$ cat config.mk
export PLATFORM = sky130hd
export DESIGN_NAME = tpcr_timer
export DESIGN_NICKNAME = d
export VERILOG_FILES = /design/src/rtl/tpcr_prescaler.v /design/src/rtl/tpcr_timer.v
export VERILOG_INCLUDE_DIRS = /design/src /design/src/include
export SDC_FILE = /design/constraint.sdc
export NUM_CORES = 1
export LEC_CHECK = 0
export BUFFER_PORTS_ARGS = -buffer_cell sky130_fd_sc_hd__buf_2
export CAP_MARGIN = 25
export CORE_MARGIN = 5
export CORE_UTILIZATION = 50
export DETAILED_ROUTE_END_ITERATION = 7
export PLACE_DENSITY = 0.86
export SLEW_MARGIN = 20
export SYNTH_ARGS = -nofsm -noshare
export SYNTH_HDL_FRONTEND = slang
export SYNTH_SLANG_ARGS = --single-unit
$ cat constraint.sdc
create_clock -name clk -period 6.6 [get_ports clk]
set_input_delay 0.66 -clock clk [delete_from_list [all_inputs] [get_ports clk]]
set_output_delay 0.66 -clock clk [all_outputs]
set_load 0.05 [all_outputs]
$ cat src/include/tpcr_defines.vh
// Register map, field positions and reset values of the timer prescaler
// and capture readout block. Assumes a 32-bit APB with byte addresses.
`ifndef TPCR_DEFINES_VH
`define TPCR_DEFINES_VH

// Register byte offsets
`define TPCR_OFF_RUN 8'h00
`define TPCR_OFF_CLKCFG 8'h04
`define TPCR_OFF_CAPA 8'h08
`define TPCR_OFF_CAPB 8'h0c
`define TPCR_OFF_STATUS 8'h10

// Run control register fields
`define TPCR_RUN_PRESCALER_BIT 0

// Clock configuration fields
`define TPCR_CFG_PERIPH_SRC_BIT 0
`define TPCR_CFG_LOW_SPEED_BIT 1
`define TPCR_CFG_GEAR_LSB 2
`define TPCR_CFG_GEAR_MSB 4
`define TPCR_CFG_PDIV_LSB 5
`define TPCR_CFG_PDIV_MSB 7
`define TPCR_CFG_WIDTH 8

// Reset values
`define TPCR_RUN_RESET 1'h0
`define TPCR_CFG_RESET 8'h00

// Gear codes
`define TPCR_GEAR_DIV1 3'h0
`define TPCR_GEAR_DIV2 3'h4
`define TPCR_GEAR_DIV4 3'h5
`define TPCR_GEAR_DIV8 3'h6

// Capture field width
`define TPCR_CAP_WIDTH 16

`endif

$ cat src/rtl/tpcr_prescaler.v
// 4-bit prescaler producing divide-by-2, 8 and 32 tick enables.
// Assumes inTick is a one-cycle enable on clk, slower than clk.
module tpcr_prescaler #(
  parameter WIDTH = 4
) (
  // Clock, reset, enable
  input wire clk,
  input wire srst,
  input wire ce,
  // Control
  input wire run,
  input wire inTick,
  // Taps
  output wire tapDiv2,
  output wire tapDiv8,
  output wire tapDiv32,
  output wire [WIDTH:0] countValue
);

  reg halfPhase_reg;
  reg [WIDTH-1:0] count_reg;

  // Half-rate stage feeds the 4-bit counter
  assign tapDiv2 = ce & run & inTick & halfPhase_reg;
  assign tapDiv8 = tapDiv2 & (&count_reg[1:0]);
  assign tapDiv32 = tapDiv2 & (&count_reg);
  assign countValue = {count_reg, halfPhase_reg};

  always @(posedge clk) begin
    if (srst) begin
      halfPhase_reg <= 1'b0;
      count_reg <= {WIDTH{1'b0}};
    end else if (ce) begin
      if (!run) begin
        halfPhase_reg <= 1'b0;
        count_reg <= {WIDTH{1'b0}};
      end else if (inTick) begin
        halfPhase_reg <= ~halfPhase_reg;
        if (halfPhase_reg)
          count_reg <= count_reg + {{(WIDTH-1){1'b0}}, 1'b1};
      end
    end
  end

endmodule

$ cat src/rtl/tpcr_timer.v
// Timer channel prescaler, input clock selection and capture readout.
// Assumes highSpeedTick is a same-domain enable; lowSpeedClock is a pin.
//
// Behaviour
// - Every channel instance is identical apart from its parameters.
// - Capture registers return 16-bit counter value, upper bits zero, read-only.
// - A 4-bit prescaler makes the counting ticks for the up-counter.
// - Prescaler input is low-speed clock or peripheral clock divided 1 to 32.
// - Peripheral clock is the geared clock or the undivided high-speed clock.
// - Run bit 1 starts the prescaler; 0 clears and stops it.
// - Taps give the prescaler input divided by 2, 8 and 32.
// - Divider codes 000-101 give /1../32; gear 000,100,101,110 give /1,2,4,8.
//
// Decided for this implementation: the register addresses and the APB interface to the registers.
`include "tpcr_defines.vh"

module tpcr_timer #(
  parameter CAP_WIDTH = `TPCR_CAP_WIDTH
) (
  // Clock, reset, enable
  input wire clk,
  input wire srst,
  input wire ce,
  // APB slave
  input wire psel,
  input wire penable,
  input wire pwrite,
  input wire [7:0] paddr,
  input wire [31:0] pwdata,
  output wire pready,
  output wire [31:0] prdata,
  output wire pslverr,
  // Clock sources
  input wire highSpeedTick,
  input wire lowSpeedClock,
  // Up-counter and capture triggers
  input wire [CAP_WIDTH-1:0] upCounter,
  input wire captureStrobeA,
  input wire captureStrobeB,
  // Counting ticks to the up-counter
  output wire tapDiv2,
  output wire tapDiv8,
  output wire tapDiv32
);

  // True when a divide-by-2^code counter has reached its terminal count
  function divEnd;
    input [4:0] cnt;
    input [2:0] code;
    begin
      case (code)
        3'h0: divEnd = 1'b1;
        3'h1: divEnd = cnt[0];
        3'h2: divEnd = &cnt[1:0];
        3'h3: divEnd = &cnt[2:0];
        3'h4: divEnd = &cnt[3:0];
        3'h5: divEnd = &cnt[4:0];
        default: divEnd = 1'b1;
      endcase
    end
  endfunction

  reg runBit_reg;
  reg [`TPCR_CFG_WIDTH-1:0] clkCfg_reg;
  reg pready_reg;
  reg pslverr_reg;
  reg [31:0] prdata_reg;
  reg [31:0] rdata_next;
  reg mapped_next;
  reg [2:0] gearCnt_reg;
  reg [4:0] pdivCnt_reg;
  reg lowSync1_reg;
  reg lowSync2_reg;
  reg lowPrev_reg;
  reg [2:0] gearCode;
  wire [CAP_WIDTH-1:0] capValue [0:1];
  wire [1:0] capStrobe;
  wire periphSrc;
  wire lowSel;
  wire [2:0] pdivCode;
  wire gearTick;
  wire periphTick;
  wire pdivTick;
  wire lowTick;
  wire prescalerInTick;
  wire [4:0] prescalerCount;
  wire apbDone;
  wire apbWrite;
  wire roAddr;

  assign periphSrc = clkCfg_reg[`TPCR_CFG_PERIPH_SRC_BIT];
  assign lowSel = clkCfg_reg[`TPCR_CFG_LOW_SPEED_BIT];
  assign pdivCode = clkCfg_reg[`TPCR_CFG_PDIV_MSB:`TPCR_CFG_PDIV_LSB];

  // Gear code to divide exponent
  always @* begin
    case (clkCfg_reg[`TPCR_CFG_GEAR_MSB:`TPCR_CFG_GEAR_LSB])
      `TPCR_GEAR_DIV2: gearCode = 3'h1;
      `TPCR_GEAR_DIV4: gearCode = 3'h2;
      `TPCR_GEAR_DIV8: gearCode = 3'h3;
      default: gearCode = 3'h0;
    endcase
  end

  // Geared clock, then peripheral clock and its divider
  assign gearTick = highSpeedTick & divEnd({2'h0, gearCnt_reg}, gearCode);
  assign periphTick = periphSrc ? highSpeedTick : gearTick;
  assign pdivTick = periphTick & divEnd(pdivCnt_reg, pdivCode);
  // Rising edge of the synchronised low-speed pin
  assign lowTick = lowSync2_reg & ~lowPrev_reg;
  assign prescalerInTick = lowSel ? lowTick : pdivTick;

  // Dividers and low-speed clock synchroniser
  always @(posedge clk) begin
    if (srst) begin
      gearCnt_reg <= 3'h0;
      pdivCnt_reg <= 5'h00;
      lowSync1_reg <= 1'b0;
      lowSync2_reg <= 1'b0;
      lowPrev_reg <= 1'b0;
    end else if (ce) begin
      lowSync1_reg <= lowSpeedClock;
      lowSync2_reg <= lowSync1_reg;
      lowPrev_reg <= lowSync2_reg;
      // Cleared while stopped so the first tick after start is full
      if (!runBit_reg) begin
        gearCnt_reg <= 3'h0;
        pdivCnt_reg <= 5'h00;
      end else begin
        if (highSpeedTick)
          gearCnt_reg <= gearCnt_reg + 3'h1;
        if (periphTick)
          pdivCnt_reg <= pdivCnt_reg + 5'h01;
      end
    end
  end

  // Prescaler proper
  tpcr_prescaler #(
    .WIDTH(4)
  ) u_tpcr_prescaler (
    .clk(clk),
    .srst(srst),
    .ce(ce),
    .run(runBit_reg),
    .inTick(prescalerInTick),
    .tapDiv2(tapDiv2),
    .tapDiv8(tapDiv8),
    .tapDiv32(tapDiv32),
    .countValue(prescalerCount)
  );

  // Capture registers, identical per slot
  assign capStrobe = {captureStrobeB, captureStrobeA};
  genvar gi;
  generate
    for (gi = 0; gi < 2; gi = gi + 1) begin : capSlot
      reg [CAP_WIDTH-1:0] capture_reg;
      always @(posedge clk) begin
        if (ce && capStrobe[gi])
          capture_reg <= upCounter;
      end
      assign capValue[gi] = capture_reg;
    end
  endgenerate

  // APB: one wait state, answer registered
  assign apbDone = psel & penable & pready_reg;
  assign apbWrite = apbDone & pwrite & ~pslverr_reg;
  assign pready = pready_reg;
  assign prdata = prdata_reg;
  assign pslverr = pslverr_reg;

  // Capture and status offsets refuse writes
  assign roAddr = (paddr == `TPCR_OFF_CAPA) | (paddr == `TPCR_OFF_CAPB) |
    (paddr == `TPCR_OFF_STATUS);

  always @* begin
    rdata_next = 32'h00000000;
    mapped_next = 1'b1;
    case (paddr)
      `TPCR_OFF_RUN:
        rdata_next[`TPCR_RUN_PRESCALER_BIT] = runBit_reg;
      `TPCR_OFF_CLKCFG:
        rdata_next[`TPCR_CFG_WIDTH-1:0] = clkCfg_reg;
      `TPCR_OFF_CAPA:
        rdata_next[CAP_WIDTH-1:0] = capValue[0];
      `TPCR_OFF_CAPB:
        rdata_next[CAP_WIDTH-1:0] = capValue[1];
      `TPCR_OFF_STATUS:
        rdata_next[4:0] = prescalerCount;
      default:
        mapped_next = 1'b0;
    endcase
  end

  always @(posedge clk) begin
    if (srst) begin
      pready_reg <= 1'b0;
      pslverr_reg <= 1'b0;
      prdata_reg <= 32'h00000000;
      runBit_reg <= `TPCR_RUN_RESET;
      clkCfg_reg <= `TPCR_CFG_RESET;
    end else if (ce) begin
      if (psel && penable && !pready_reg) begin
        pready_reg <= 1'b1;
        pslverr_reg <= ~mapped_next | (pwrite & roAddr);
        prdata_reg <= pwrite ? 32'h00000000 : rdata_next;
      end else begin
        pready_reg <= 1'b0;
        pslverr_reg <= 1'b0;
      end
      // Writes land only at the completing access edge
      if (apbWrite && paddr == `TPCR_OFF_RUN)
        runBit_reg <= pwdata[`TPCR_RUN_PRESCALER_BIT];
      if (apbWrite && paddr == `TPCR_OFF_CLKCFG)
        clkCfg_reg <= pwdata[`TPCR_CFG_WIDTH-1:0];
    end
  end

endmodule

==> run summary <==
outcome -> finished clean
Synth Warn # -> 0
postcts setup bufs -> 0
Cells after DPL -> 416
worst reg2reg endpoint -> u_tpcr_prescaler.count_reg[3]$_SDFFE_PP0P_
post-synth top area cell -> edfxtp_1
die area -> 0.00830 mm²
critical path endpoint -> tapDiv32
Initial Utilization -> 51.5%
ordered list of cells on the worst path -> ha_1 -> and3_1 -> ha_1 -> nor4bb_1 -> or3_1 -> o41a_1 -> nor3_1 -> and3_1 -> buf_2
peak supply drop -> 0.191 mV
Max-slew headroom -> 39.4%
Synth Instances -> 290
delay-heaviest family, CP -> simple AND/OR/NAND/NOR gates
CP max FO -> 12
Critical Path Source -> pdivCnt_reg[0]$_SDFFE_PP0P_
Worst-Skew Late Latency -> 340 ps
kind of end point of the critical path -> primary output
gr usage total -> 17.2%
RePlAce Congestion -> 0.837
Finish-stage setup viols -> 0
Seq/Total Area, Yosys -> 55.4%
largest net degree at the start of global routing -> 35
DR pass1 iterations -> 5
Final ANT Viol Nets -> 0
r2r startpoint -> pdivCnt_reg[0]$_SDFFE_PP0P_
Remaining Overflow, GRT -> 0
Worst Hold Class -> reg2reg
# DRC -> 0
Largest register FFs -> 32
crit share post-route -> 54.0%
WL final -> 7010 µm
post-synth cell types -> 49
initial antenna violation count -> 0
WL/cell -> 16.2 µm
htree depth -> 3
Final Hold Viols -> 0
#FFs+latches synth -> 75
FMAX -> 280 MHz
Clock Skews -> 6.16 ps
Final HPWL DP -> 5080 µm
Power Density -> 237 mW/mm²
top cells by area, synth -> edfxtp_1 29%, dfxtp_1 26%, mux2_2 5.8%, mux2i_1 4.6%, buf_4 3.7%
FF/Latch Area -> 0.00182 mm²
Crit-path slowest cell -> o41a_1
Port Buffer Count -> 62
Filler Cell Count -> 539
Worst Tran Pin Value -> 905 ps
post-route insts no fill -> 432
Worst Path Buf+Inv -> 1
CTS tree -> yes
TritonCTS buffer count -> 9
Slew Viols, Final -> 0
Area Growth Syn to Fin -> 14.0%
Clock Tree Buf Depth -> 2
CTS resizes -> 0
instance count on the critical path -> 9
routed vias/inst -> 5.77
crit path kind -> reg2out
Worst Reg-to-Reg Cells -> 8
multi-input logic area -> 0.00134 mm²
Lkg Pwr -> 1.56 nW
Post-Syn Area -> 0.00329 mm²
layout cells sized above 1 -> 27.0%
Synth top area share -> 29.2%
Post-CTS Hold Buffers -> 0
number of flops mapped to enable cells by yosys -> 32
Max-cap violations -> 0
reg2reg setup slack -> 4040 ps
hold_sp -> gearCnt_reg[1]$_SDFFE_PP0P_
nets -> 422
CTS sink cnt -> 75
first-pass GRT wire length -> 11,700 µm
Avg Cell Area, Syn -> 11.3 µm²
clock root buffer -> clkbuf_8
total negative slack -> 0 ps
Die Ht -> 91.1 µm
Starting DRT DRC Count -> 178
# rows -> 29
asr flop ratio synth -> 0%
Post-synth top flop -> dfxtp_1
core area -> 0.00639 mm²
RSZ-0062 raised after global routing -> no
vias -> 2,494
clock-pin slew on the worst setup and hold paths -> 70 ps
via count of the first global-routing pass -> 2,528
Largest stage delay, worst path -> 530 ps
min cycle time layout -> 3570 ps
Critical Path Start Type -> flip-flop
I/O pin cnt -> 103
Crit path required time -> 5940 ps
total power draw -> 0.886 mW
ANT cells -> 0
CP Data Arrival Time -> 2910 ps
die width -> 91.1 µm
## power by group
group	internal, mW	leakage, nW	switching, mW
combinational	0.0225	0.824	0.0523
sequential	0.500	0.647	0.00438
clock	0.145	0.0848	0.162
total	0.667	1.56	0.219
## Yosys cell counts, types with 4 or more instances
library cell / n
mux2_2: 17
nand2_1: 13
a222oi_1: 4
nand3_1: 7
nor3_1: 5
mux2i_1: 15
o21ai_0: 9
or3_1: 5
a21oi_1: 16
nor2_1: 30
ha_1: 6
clkbuf_1: 9
dfxtp_1: 43
a22oi_1: 11
buf_4: 16
edfxtp_1: 32
## cells in the final DEF (no fill, tap or decap), types with 4 or more instances in the layout
master / count
buf_2: 62
dfxtp_1: 43
edfxtp_1: 32
nor2_1: 30
mux2_2: 17
a21oi_1: 16
conb_1: 16
mux2i_1: 15
nand2_1: 13
a22oi_1: 11
clkbuf_8: 10
o21ai_0: 9
nand3_1: 7
ha_1: 6
or3_1: 5
nor3_1: 5
a222oi_1: 4
## through the flow
| step | worst slack [ps] | util, % | hold WS, ps | instance area (µm²) |
|---|---|---|---|---|
| global placement | 3420 | 56.0 | 443 | 3580 |
| floorplan | 2460 | - | 436 | 3340 |
| CTS | 3010 | 58.7 | 464 | 3750 |
| global route | 2830 | 58.7 | 487 | 3750 |
| detailed placement | 3380 | 56.0 | 454 | 3580 |
| finish | 3030 | 58.7 | 462 | 3750 |
## worst register-to-register path: cells and delay by family (launching register included)
kind	cells	cell delay, ps
fa+ha+maj	2	370
flops	1	390
compound gates	1	530
simple gates	5	1230
## worst min-delay path by stage
stage                                              to  slack [ps]  depth (start not counted)
after floorplan           gearCnt_reg[1]$_SDFFE_PP0P_         440                          2
after global placement    gearCnt_reg[1]$_SDFFE_PP0P_         440                          2
after detailed placement  gearCnt_reg[1]$_SDFFE_PP0P_         450                          2
after CTS                 gearCnt_reg[1]$_SDFFE_PP0P_         460                          2
after global routing           prdata[0]$_SDFFE_PP0P_         490                          2
final                     gearCnt_reg[1]$_SDFFE_PP0P_         460                          2
## logic make-up (layout without fill, tap and decap cells)
family | after synthesis | count (layout) | share of synthesized area, %
adders and majority gates | 6 | 6 | 2.28
AOI/OAI and AO/OA | 57 | 57 | 11.9
buffers and inverters | 31 | 81 | 5.63
other | 1 | 16 | 0.114
DFF | 75 | 75 | 55.4
muxes | 32 | 32 | 10.4
xor gates and xnor gates | 2 | 2 | 0.533
and+or+nand+nor | 86 | 86 | 13.7
## routing by layer
layer  GRT usage, %  share of wire [%]
met1           21.0                 41
met2           28.2                 49
met3           3.97                7.9
met4           8.92                2.6
met5              0                  0
## cell type report
cell class | instances | share of cell area, %
clock buffer | 11 | 3.77
clock inverter | 5 | 0.768
inverter | 3 | 0.301
multi-input combinational | 199 | 35.7
sequential | 75 | 48.6
tap | 77 | 2.57
timing repair buffer | 62 | 8.28
Power figures use the tool's default switching activity.
